$ cat config.mk
export PLATFORM = sky130hd
export DESIGN_NAME = sflash_read_seq
export DESIGN_NICKNAME = d
export VERILOG_FILES = /design/src/inc/sflash_pkg.sv /design/src/hdl/sflash_read_seq.sv
export VERILOG_INCLUDE_DIRS = /design/src /design/src/inc
export SDC_FILE = /design/constraint.sdc
export NUM_CORES = 1
export LEC_CHECK = 0
export BUFFER_PORTS_ARGS = -buffer_cell sky130_fd_sc_hd__buf_2
export CAP_MARGIN = 10
export CELL_PAD_IN_SITES_DETAIL_PLACEMENT = 1
export CELL_PAD_IN_SITES_GLOBAL_PLACEMENT = 1
export CORE_ASPECT_RATIO = 0.75
export CORE_MARGIN = 2
export CORE_UTILIZATION = 49
export CTS_CLUSTER_DIAMETER = 40
export DETAILED_ROUTE_END_ITERATION = 16
export HOLD_SLACK_MARGIN = 0.03
export PLACE_DENSITY = 0.94
export SLEW_MARGIN = 40
export SYNTH_ARGS = -nofsm -noshare
export SYNTH_HDL_FRONTEND = slang
export SYNTH_SLANG_ARGS = --single-unit
$ cat constraint.sdc
create_clock -name clock_in -period 4.5 [get_ports clock_in]
set_input_delay 0.675 -clock clock_in [delete_from_list [all_inputs] [get_ports clock_in]]
set_output_delay 0.675 -clock clock_in [all_outputs]
set_load 0.02 [all_outputs]
$ cat src/inc/sflash_defs.svh
`ifndef SFLASH_DEFS_SVH
`define SFLASH_DEFS_SVH

// Read opcodes
`define OPC_ARRAY_FAST   8'h0B
`define OPC_ARRAY_SLOW   8'h03
`define OPC_ARRAY_LOWPWR 8'h01
`define OPC_PAGE_READ    8'hD2
`define OPC_BUF1_FAST    8'hD4
`define OPC_BUF1_SLOW    8'hD1
`define OPC_BUF2_FAST    8'hD6
`define OPC_BUF2_SLOW    8'hD3

// Dummy byte counts per command
`define DUMMY_NONE       3'h0
`define DUMMY_ONE        3'h1
`define DUMMY_PAGE       3'h4

// Frame phase lengths in serial clock rising edges, minus one
`define OPCODE_LAST_BIT  6'h07
`define ADDR_LAST_BIT    6'h17

// Last byte offset of a page or buffer
`define LAST_OFFSET_WIDE   10'h20F
`define LAST_OFFSET_NARROW 10'h1FF

// Address field positions within the three address bytes
`define WIDE_PAGE_MSB    21
`define WIDE_PAGE_LSB    10
`define NARROW_PAGE_MSB  20
`define NARROW_PAGE_LSB  9

`endif

$ cat src/inc/sflash_pkg.sv
package sflash_pkg;

  typedef enum logic [2:0] {
    ST_OPCODE = 3'b000,
    ST_ADDR   = 3'b001,
    ST_DUMMY  = 3'b010,
    ST_DATA   = 3'b011,
    ST_IGNORE = 3'b100
  } seq_state_t;

  typedef enum logic [1:0] {
    TGT_ARRAY = 2'b00,
    TGT_PAGE  = 2'b01,
    TGT_BUF1  = 2'b10,
    TGT_BUF2  = 2'b11
  } read_target_t;

  typedef struct packed {
    logic         known;
    read_target_t target;
    logic [2:0]   dummy_bytes;
  } cmd_cfg_t;

  typedef struct packed {
    logic        from_buffer;
    logic        buffer_two;
    logic [11:0] page_number_field;
    logic [9:0]  byte_offset_field;
  } fetch_req_t;

endpackage

$ cat src/hdl/sflash_read_seq.sv
`timescale 1ns/10ps
//////////////////////////////////////////////////////////////////////////////
//////////////////////////////////////////////////////////////////////////////
`include "sflash_defs.svh"

module sflash_read_seq (
  input  wire logic                  clock_in,        // 100 MHz system clock
  input  wire logic                  rst_in,          // Synchronous reset, high
  input  wire logic                  sck_in,          // Serial clock from host
  input  wire logic                  cs_n_in,         // Chip select, active low
  input  wire logic                  si_in,           // Serial data in
  input  wire logic                  page_binary_in,  // 1 = 512-byte pages
  input  wire logic [7:0]            fetch_data_in,   // Byte, cycle after request
  output logic                       so_out,          // Serial data out
  output logic                       so_oe_out,       // Serial out drive enable
  output sflash_pkg::fetch_req_t     fetch_out,       // Byte fetch address
  output logic                       fetch_valid_out  // Fetch request pulse
);
  import sflash_pkg::*;

  ////////////////////////////////////////////////////////////////////////////
  // Pin synchronisers
  logic [2:0] sck_s_q, sck_s_d;
  logic [2:0] cs_s_q, cs_s_d;
  logic [2:0] si_s_q, si_s_d;
  logic       sck_rise;
  logic       sck_fall;
  logic       cs_high;
  logic       si_bit;

  always_comb begin
    sck_s_d = {sck_s_q[1:0], sck_in};
    cs_s_d  = {cs_s_q[1:0], cs_n_in};
    si_s_d  = {si_s_q[1:0], si_in};
  end

  always_ff @(posedge clock_in) begin
    if (rst_in) begin
      sck_s_q <= 3'h0;
      cs_s_q  <= 3'h7;
      si_s_q  <= 3'h0;
    end else begin
      sck_s_q <= sck_s_d;
      cs_s_q  <= cs_s_d;
      si_s_q  <= si_s_d;
    end
  end

  // An edge counts once stages two and three disagree; data taken alongside
  assign sck_rise = sck_s_q[1] & ~sck_s_q[2];
  assign sck_fall = ~sck_s_q[1] & sck_s_q[2];
  assign cs_high  = cs_s_q[1] & cs_s_q[2];
  assign si_bit   = si_s_q[1];

  ////////////////////////////////////////////////////////////////////////////
  // Command decode
  function automatic cmd_cfg_t decode_opcode(input logic [7:0] opc);
    cmd_cfg_t c;
    c = '{known: 1'b1, target: TGT_ARRAY, dummy_bytes: `DUMMY_NONE};
    case (opc)
      `OPC_ARRAY_FAST:   c.dummy_bytes = `DUMMY_ONE;
      `OPC_ARRAY_SLOW:   c.dummy_bytes = `DUMMY_NONE;
      `OPC_ARRAY_LOWPWR: c.dummy_bytes = `DUMMY_NONE;
      `OPC_PAGE_READ: begin
        c.target      = TGT_PAGE;
        c.dummy_bytes = `DUMMY_PAGE;
      end
      `OPC_BUF1_FAST: begin
        c.target      = TGT_BUF1;
        c.dummy_bytes = `DUMMY_ONE;
      end
      `OPC_BUF1_SLOW:    c.target = TGT_BUF1;
      `OPC_BUF2_FAST: begin
        c.target      = TGT_BUF2;
        c.dummy_bytes = `DUMMY_ONE;
      end
      `OPC_BUF2_SLOW:    c.target = TGT_BUF2;
      default:           c.known  = 1'b0;
    endcase
    return c;
  endfunction

  // Split the three address bytes by page-size setting and target
  function automatic fetch_req_t split_address(input logic [23:0] a, input logic binary,
                                               input read_target_t tgt);
    fetch_req_t r;
    r = '0;
    r.from_buffer = tgt[1];
    r.buffer_two  = (tgt == TGT_BUF2);
    if (tgt[1]) begin
      // Leading ignored bits simply never reach the offset
      if (binary) begin
        r.byte_offset_field = {1'b0, a[8:0]};
      end else begin
        r.byte_offset_field = a[9:0];
      end
    end else if (binary) begin
      r.page_number_field = a[`NARROW_PAGE_MSB:`NARROW_PAGE_LSB];
      r.byte_offset_field = {1'b0, a[8:0]};
    end else begin
      r.page_number_field = a[`WIDE_PAGE_MSB:`WIDE_PAGE_LSB];
      r.byte_offset_field = a[9:0];
    end
    return r;
  endfunction

  // Next byte address; offsets beyond the last byte also wrap
  function automatic fetch_req_t next_address(input fetch_req_t cur, input logic binary,
                                              input read_target_t tgt);
    fetch_req_t  r;
    logic [9:0]  last;
    r    = cur;
    last = binary ? `LAST_OFFSET_NARROW : `LAST_OFFSET_WIDE;
    if (cur.byte_offset_field >= last) begin
      r.byte_offset_field = 10'h000;
      if (tgt == TGT_ARRAY) begin
        // Page counter rolls from the last page to zero by itself
        r.page_number_field = cur.page_number_field + 12'h001;
      end
    end else begin
      r.byte_offset_field = cur.byte_offset_field + 10'h001;
    end
    return r;
  endfunction

  ////////////////////////////////////////////////////////////////////////////
  // Frame sequencer
  seq_state_t  state_q, state_d;
  logic [5:0]  cnt_q, cnt_d;
  logic [23:0] shift_in_q, shift_in_d;
  cmd_cfg_t    cfg_q, cfg_d;
  fetch_req_t  addr_q, addr_d;
  logic [7:0]  out_q, out_d;
  logic [2:0]  bit_q, bit_d;
  logic        so_q, so_d;
  logic        oe_q, oe_d;
  logic        fetch_v_q, fetch_v_d;
  logic        pend_q, pend_d;
  logic [7:0]  pre_q, pre_d;

  always_comb begin
    logic [23:0] shifted;
    fetch_req_t  start;
    fetch_req_t  adv;
    shifted    = {shift_in_q[22:0], si_bit};
    start      = split_address(shifted, page_binary_in, cfg_q.target);
    adv        = next_address(addr_q, page_binary_in, cfg_q.target);
    state_d    = state_q;
    cnt_d      = cnt_q;
    shift_in_d = shift_in_q;
    cfg_d      = cfg_q;
    addr_d     = addr_q;
    out_d      = out_q;
    bit_d      = bit_q;
    so_d       = so_q;
    oe_d       = oe_q;
    fetch_v_d  = 1'b0;
    pend_d     = fetch_v_q;
    pre_d      = pend_q ? fetch_data_in : pre_q;

    if (cs_high) begin
      // Frame over: drop drive at once and rearm for an opcode
      state_d = ST_OPCODE;
      cnt_d   = 6'h00;
      oe_d    = 1'b0;
      so_d    = 1'b0;
      bit_d   = 3'h0;
    end else begin
      case (state_q)
        ST_OPCODE: begin
          if (sck_rise) begin
            shift_in_d = shifted;
            cnt_d      = cnt_q + 6'h01;
            if (cnt_q == `OPCODE_LAST_BIT) begin
              cfg_d   = decode_opcode(shifted[7:0]);
              state_d = cfg_d.known ? ST_ADDR : ST_IGNORE;
              cnt_d   = 6'h00;
            end
          end
        end
        ST_ADDR: begin
          if (sck_rise) begin
            shift_in_d = shifted;
            cnt_d      = cnt_q + 6'h01;
            if (cnt_q == `ADDR_LAST_BIT) begin
              addr_d    = start;
              fetch_v_d = 1'b1;
              cnt_d     = 6'h00;
              bit_d     = 3'h0;
              state_d   = (cfg_q.dummy_bytes == `DUMMY_NONE) ? ST_DATA : ST_DUMMY;
            end
          end
        end
        ST_DUMMY: begin
          if (sck_rise) begin
            cnt_d = cnt_q + 6'h01;
            if (cnt_q == {cfg_q.dummy_bytes - 3'h1, 3'h7}) begin
              cnt_d   = 6'h00;
              state_d = ST_DATA;
            end
          end
        end
        ST_DATA: begin
          // One bit per falling edge; byte boundary fetches the next one
          if (sck_fall) begin
            oe_d  = 1'b1;
            bit_d = bit_q + 3'h1;
            if (bit_q == 3'h0) begin
              so_d      = pre_q[7];
              out_d     = {pre_q[6:0], 1'b0};
              addr_d    = adv;
              fetch_v_d = 1'b1;
            end else begin
              so_d  = out_q[7];
              out_d = {out_q[6:0], 1'b0};
            end
          end
        end
        ST_IGNORE: begin
          // Unknown opcode: sit out the frame with output released
          oe_d = 1'b0;
        end
        default: begin
          state_d = ST_OPCODE;
        end
      endcase
    end
  end

  always_ff @(posedge clock_in) begin
    if (rst_in) begin
      state_q    <= ST_OPCODE;
      cnt_q      <= 6'h00;
      shift_in_q <= 24'h000000;
      cfg_q      <= '0;
      addr_q     <= '0;
      out_q      <= 8'h00;
      bit_q      <= 3'h0;
      so_q       <= 1'b0;
      oe_q       <= 1'b0;
      fetch_v_q  <= 1'b0;
      pend_q     <= 1'b0;
      pre_q      <= 8'h00;
    end else begin
      state_q    <= state_d;
      cnt_q      <= cnt_d;
      shift_in_q <= shift_in_d;
      cfg_q      <= cfg_d;
      addr_q     <= addr_d;
      out_q      <= out_d;
      bit_q      <= bit_d;
      so_q       <= so_d;
      oe_q       <= oe_d;
      fetch_v_q  <= fetch_v_d;
      pend_q     <= pend_d;
      pre_q      <= pre_d;
    end
  end

  // Read-only fetch port: no path exists to write either buffer
  assign fetch_out       = addr_q;
  assign fetch_valid_out = fetch_v_q;
  assign so_out          = so_q;
  assign so_oe_out       = oe_q;

endmodule

==> results of run 1 <==
## power groups by stage
stage                     Combinational [mW]  Sequential (mW)  Clock [mW]
after CTS                             0.0424            0.784       0.800
after global placement                0.0397            0.801           0
final                                 0.0424            0.784       0.795
after floorplan                       0.0287            0.801           0
after detailed placement              0.0419            0.801           0
after global routing                  0.0461            0.783       0.836
## cell type report
class | count | area (um2)
clock inverter | 6 | 75.1
timing repair buffer | 43 | 223
multi-input combinational | 392 | 2580
fill | 1062 | 3950
clock buffer | 10 | 239
inverter | 15 | 56.3
tap | 128 | 160
sequential | 88 | 1760
## logic make-up after synthesis
kind of cell	share of synthesized area, %
buf+inv	4.68
flops	38.8
simple gates	24.1
compound gates	20.1
mux	6.83
fa+ha+maj	3.30
xor+xnor	2.31
## sequential cells by signal (all words and copies together), names as in the netlist
name             count
bit_q                3
cfg_q                4
cnt_q                6
cs_s_q               3
fetch_out           24
fetch_valid_out      1
out_q                7
pend_q               1
pre_q                8
sck_s_q              3
shift_in_q          21
si_s_q               2
so_oe_out            1
so_out               1
state_q              3
## critical path, cell delays in order
cell and delay, ns:
buf_2 0.35, inv_1 0.22, ha_1 0.34, nand4_1 0.14, a211oi_4 0.50, nor2_4 0.18, o311ai_0 0.45, o21ai_1 0.16
## metrics by stage
stage / setup slack, ns / hold slack, ns / power [mW] / cell area, um2
finish: 1.69 / 0.415 / 1.62 / 5100
global route: 1.52 / 0.429 / 1.67 / 5100
CTS: 1.78 / 0.421 / 1.63 / 5090
detailed placement: 1.40 / 0.405 / 0.843 / 4780
global placement: 1.61 / 0.392 / 0.841 / 4780
floorplan: 1.58 / 0.389 / 0.829 / 4550
## final timing paths
path | slack (ns) | startpoint | end
worst min register to register | 0.42 | cs_s_q[0] | cs_s_q[1]
worst max register to register | 2.03 | cnt_q[0] | fetch_out[18]
worst max-delay path | 1.69 | page_binary_in | fetch_out[18]
worst min-delay path | 0.42 | cs_s_q[0] | cs_s_q[1]
## cells in the final DEF (no fill, tap or decap), types with 11 or more instances in the layout
cell / synthesis / routed
dfxtp_1: 88 / 88
nand2_1: 73 / 73
a21oi_1: 44 / 44
nor2_1: 44 / 44
buf_2: 5 / 40
mux2i_1: 31 / 31
inv_1: 15 / 15
nand3_1: 14 / 14
nor3_1: 14 / 14
ha_1: 12 / 12
a211oi_1: 11 / 11
## per-layer routing
metal,GRT usage [%],vias up
met5,0,-
met4,7.23,0
met3,8.63,26
met2,47.3,121
met1,37.0,2071
li1,-,1967
## Yosys cell counts, types with 8 or more instances
library cell  count  area (um2)
nand3_1          14        70.1
a21oi_1          44         220
nor2b_1           9        56.3
a211oi_1         11        82.6
mux2i_1          31         310
dfxtp_1          88        1760
inv_1            15        56.3
o311ai_0          8        70.1
nor3_1           14        70.1
nand2_1          73         274
clkbuf_1         30         113
nor2_1           44         165
ha_1             12         150
==> out/qor.yml, run 1 <==
status: "completed"
synth_ff_type: "dfxtp_1"
dp_hpwl_mm: 9.42
synthCells: 533
ir_worst_vdd_mv: 0.197
track_usage_pct: 28.7
r2r_cells: 6
path_class: "primary input to flip-flop"
first_iter_violations: 351
clock_latency_ns: 0.35
cp.arrival_ns: 3.02
post-route-util_pct: 56.3
switching_power_mw: 0.372
hold_path.class: "flip-flop to flip-flop"
port_buffers: 40
mappedNetlistNets: 559
m1WireLength_mm: 6.19
grt_setup_unrepaired: "false"
start_kind: "primary input"
ys_seq_area_share_pct: 38.8
crit_required_ns: 4.70
fmaxAchievable_mhz: 355
max_slew_margin_pct: 50.6
nNetsFinal: 575
crit_fanout: 19
syn_to_final_growth_pct: 12.1
p_comb_share_pct: 2.6
clk_pin_slew_worst_paths_ns: 0.07
ys_types: 66
cts_tree: "built"
cts_made_buffers: 9
seqPwrFrac_pct: 48.3
core_area_mm2: 0.00905
synthArstFlopShare_pct: 0
instances_no_fill: 682
cts_setup_buffers: 0
routabilityCongestion: 0.897
p_sw_share_pct: 22.9
internal-power_mw: 1.25
min_period_ns: 2.81
cts.sinks: 88
drv_slew: 0
drc: 0
hold_viol_final: 0
layout-drive-gt1-share_pct: 15.0
dpl.cell_count: 666
syn_area_per_cell_um2: 8.53
wl_mm: 13.6
worstMarginPinSlew_ns: 0.740
rows: 30
die_area_mm2: 0.0101
ant_nets: 0
grt-ovfl-total: 0
maxCapViolCount: 0
wl_met2_mm: 6.40
first_global_vias: 4269
cts_buffer_depth: 2
start_util_pct: 50.2
grt_pass1_wl_mm: 22.4
whs_path_depth: 1
diodes: 0
via_count: 4185
htree_num_levels: 3
ctsHoldBuffers: 0
cts_root_buf: "clkbuf_16"
syn_area_mm2: 0.00455
synth_seq_cells: 88
worstSetupEndpointType: "flip-flop"
cts_resized: 0
die_w_um: 115
powerDensity_mw_per_mm2: 318
wl_met3_um: 785
fin_skew_ns: 0.00540
fin_setup_tns_ns: 0
period_share_pct: 62.5
viasPerCell: 6.14
pin_count: 41
grt_max_degree: 70
synth-edff-count: 0
finalSetupViolations: 0
wl_per_cell_um: 19.9
antenna_found_initial: 0
maxUsedRoutingLayer: "met4"
p_clk_share_pct: 49.0
p_leak_nw: 1.87
ys.warnings.count: 0
die_h_um: 87.4
drt_first_pass_iters: 5
No activity file was read; power rests on OpenSTA's default activity.
==> run 2: changes to the inputs <==
--- a/config.mk
+++ b/config.mk
@@ -6,17 +6,18 @@
 export SDC_FILE = /design/constraint.sdc
 export NUM_CORES = 1
 export LEC_CHECK = 0
+export ABC_AREA = 1
 export BUFFER_PORTS_ARGS = -buffer_cell sky130_fd_sc_hd__buf_2
 export CAP_MARGIN = 10
 export CELL_PAD_IN_SITES_DETAIL_PLACEMENT = 1
 export CELL_PAD_IN_SITES_GLOBAL_PLACEMENT = 1
 export CORE_ASPECT_RATIO = 0.75
 export CORE_MARGIN = 2
-export CORE_UTILIZATION = 49
+export CORE_UTILIZATION = 43
 export CTS_CLUSTER_DIAMETER = 40
 export DETAILED_ROUTE_END_ITERATION = 16
 export HOLD_SLACK_MARGIN = 0.03
-export PLACE_DENSITY = 0.94
+export PLACE_DENSITY = 0.89
 export SLEW_MARGIN = 40
 export SYNTH_ARGS = -nofsm -noshare
 export SYNTH_HDL_FRONTEND = slang
==> constraint.sdc (replaced) <==
create_clock -name clock_in -period 2.65 [get_ports clock_in]
set_input_delay 0.3975 -clock clock_in [delete_from_list [all_inputs] [get_ports clock_in]]
set_output_delay 0.3975 -clock clock_in [all_outputs]
set_load 0.02 [all_outputs]
==> run 2 against run 1 <==
Net effect: sequential cell count unchanged; area after synthesis decreased by 1.4%; register-to-register slack got worse by 1.7 ns; clock skew increased by 0.0034 ns; sequential power increased by 71%; power increased by 70%; via count increased by 6.0%; cell count increased by 23%; non-clock buffer count increased by 2; largest cell class unchanged; largest power group is now sequential cells.
==> out/qor.yml, run 2 <==
status: "completed"
synthArstFlopShare_pct: 0
crit_required_ns: 2.94
r2r_cells: 10
fin_skew_ns: 0.00877
instances_no_fill: 838
path_cells: "buf_2 > clkinv_1 > ha_1 > nand2_1 > o21ai_0 > nand2_1 > nand2_2 > nand2_1 > nor2b_1 > nor2_1 > nor2_1"
fmaxAchievable_mhz: 433
yosys.cell_count.top_type: "nand2_1"
cts_setup_buffers: 0
start_kind: "primary input"
n_fill_cell: 1381
clk_pin_slew_worst_paths_ns: 0.07
maxCapViolCount: 0
track_usage_pct: 24.0
path_class: "primary input to flip-flop"
die_area_mm2: 0.0113
synth_seq_cells: 88
crit_end: "fetch_out[11]"
cp.arrival_ns: 2.60
cts_resized: 0
pin_count: 41
ys.warnings.count: 0
crit_buf_inv: 2
layout-drive-gt1-share_pct: 13.1
drt_first_pass_iters: 4
setup_slack_ns: 0.338
pre_cts_ws_ns: 0.0118
cp_slowest_stage_delay_ns: 0.51
viasPerCell: 5.29
worstMarginPinSlew_ns: 0.628
start_util_pct: 43.9
syn_area_mm2: 0.00448
antenna_found_initial: 0
synth_area_leader_cell: "dfxtp_1"
grt_setup_unrepaired: "false"
use_met3_pct: 4.62
synth_ff_type: "dfxtp_1"
wl_per_cell_um: 15.2
powerDensity_mw_per_mm2: 537
synth_top_area_share_pct: 39.3
ir_worst_vdd_mv: 0.336
syn_to_final_growth_pct: 14.3
yosys-top-cells-area: "dfxtp_1 39%, nand2_1 11%, nor2_1 9.5%"
crit_fanout: 15
diodes: 0
first_global_vias: 4562
period_share_pct: 87.2
port_buffers: 40
worstSetupEndpointType: "flip-flop"
via_count: 4436
path_depth: 11
ys_seq_area_share_pct: 39.3
cts_buffer_depth: 2
grt-ovfl-total: 0
dp_hpwl_mm: 9.15
grt_util_met1_pct: 30.4
layout_common_cells: "128 x nand2_1, 113 x nor2_1, 88 x dfxtp_1, 60 x inv_1, 59 x o21ai_0"
grt-busiest-layer: "met2"
min_period_ns: 2.31
finalSetupViolations: 0
power_mw: 2.75
placed_area_mm2: 0.00482
drc: 0
syn_area_per_cell_um2: 6.80
post-route-util_pct: 50.2
r2r-start: "cnt_q[0]"
grt_pass1_wl_mm: 21.6
nNetsFinal: 723
drv_slew: 0
largest_register_ffs: 24
mappedNetlistNets: 685
clock_latency_ns: 0.34
grtUsageMet2_pct: 41.2
wl_mm: 12.7
ys_types: 38
crit_start: "page_binary_in"
cts_root_buf: "clkbuf_16"
hold_viol_final: 0
fin_area_mm2: 0.00512
cts_made_buffers: 9
fin_setup_tns_ns: 0
first_iter_violations: 281
reg2reg_slack_ns: 0.36
synthCells: 659
hold_path.class: "primary input to flip-flop"
cpMaxStageDelayCell: "nor2b_1"
rows: 32
max_slew_margin_pct: 58.0
r2r-end: "fetch_out[11]"
cts.sinks: 88
final_common_cell: "nand2_1"
crit_path_frequent_cell: "nand2_1"
routabilityCongestion: 0.826
core_area_mm2: 0.0102
dpl.cell_count: 822
ctsHoldBuffers: 0
cpLargestDelayFamily: "simple AND/OR/NAND/NOR gates"
cts_tree: "built"
ant_nets: 0
htree_num_levels: 3
fin_worst_hold_slack_ns: 0.231
die_w_um: 122
synth_common_cells: "128 x nand2_1, 113 x nor2_1, 88 x dfxtp_1"
p_leak_nw: 2.21
synth-edff-count: 0
die_h_um: 92.4
grt_max_degree: 46
run 2: changes by cell type after synthesis, sizes merged, moves of 6 or more:
cell / previous run / this run
clkbuf: 30 / 13
o32a: 7 / 0
nor2: 45 / 122
nor2b: 9 / 1
nor3: 15 / 8
mux2i: 31 / 4
a211oi: 13 / 2
nand2b: 7 / 0
nand2: 73 / 133
o21ai: 13 / 80
o311ai: 8 / 0
inv: 15 / 69
a221oi: 6 / 0
nand3: 14 / 28
run 2: how the worst min path moves through the flow:
stage                     depth (start not counted)        from  slack (ns)    endpoint
after global placement                            1   cs_s_q[0]        0.39   cs_s_q[1]
final                                             2     cs_n_in        0.23   cs_s_q[0]
after global routing                              2     cs_n_in        0.24   cs_s_q[0]
after floorplan                                   2  sck_s_q[0]        0.39  sck_s_q[1]
after detailed placement                          1   cs_s_q[0]        0.40   cs_s_q[1]
after CTS                                         2     cs_n_in        0.23   cs_s_q[0]
run 2: cell families (layout without fill, tap and decap cells):
| group | count (synthesis) | after routing | share of synthesized area (%) |
|---|---|---|---|
| AOI/OAI and AO/OA | 148 | 148 | 17.4 |
| muxes | 4 | 4 | 0.893 |
| xor gates and xnor gates | 11 | 11 | 2.15 |
| buffers and inverters | 91 | 134 | 7.90 |
| and+or+nand+nor | 305 | 305 | 29.0 |
| adders and majority gates | 12 | 12 | 3.35 |
| DFF | 88 | 88 | 39.3 |
run 2: power by group:
group / leakage, nW / internal (mW) / switching (mW)
Sequential: 0.711 / 1.33 / 0.00774
Clock: 0.146 / 0.739 / 0.567
Combinational: 1.35 / 0.0357 / 0.0685
run 2: worst reg2reg max path, delay by kind of cell, from the launching register on:
| family | cells | cell delay [ns] |
|---|---|---|
| and+or+nand+nor | 9 | 1.65 |
| DFF | 1 | 0.36 |
| adders and majority gates | 1 | 0.21 |
run 2: layout make-up:
| type | count | area, um2 | area share [%] |
|---|---|---|---|
| Tap cell | 136 | 170 | 3.32 |
| Inverter | 73 | 274 | 5.35 |
| Clock inverter | 7 | 77.6 | 1.51 |
| Multi-Input combinational cell | 480 | 2370 | 46.2 |
| Clock buffer | 9 | 225 | 4.39 |
| Timing Repair Buffer | 45 | 250 | 4.88 |
| Sequential cell | 88 | 1760 | 34.4 |
run 2: routing by layer:
| metal | up-vias | share of wire (%) |
|---|---|---|
| li1 | 2216 | - |
| met5 | - | 0 |
| met3 | 16 | 3.7 |
| met4 | 0 | 1.1 |
| met1 | 2131 | 47 |
| met2 | 73 | 49 |
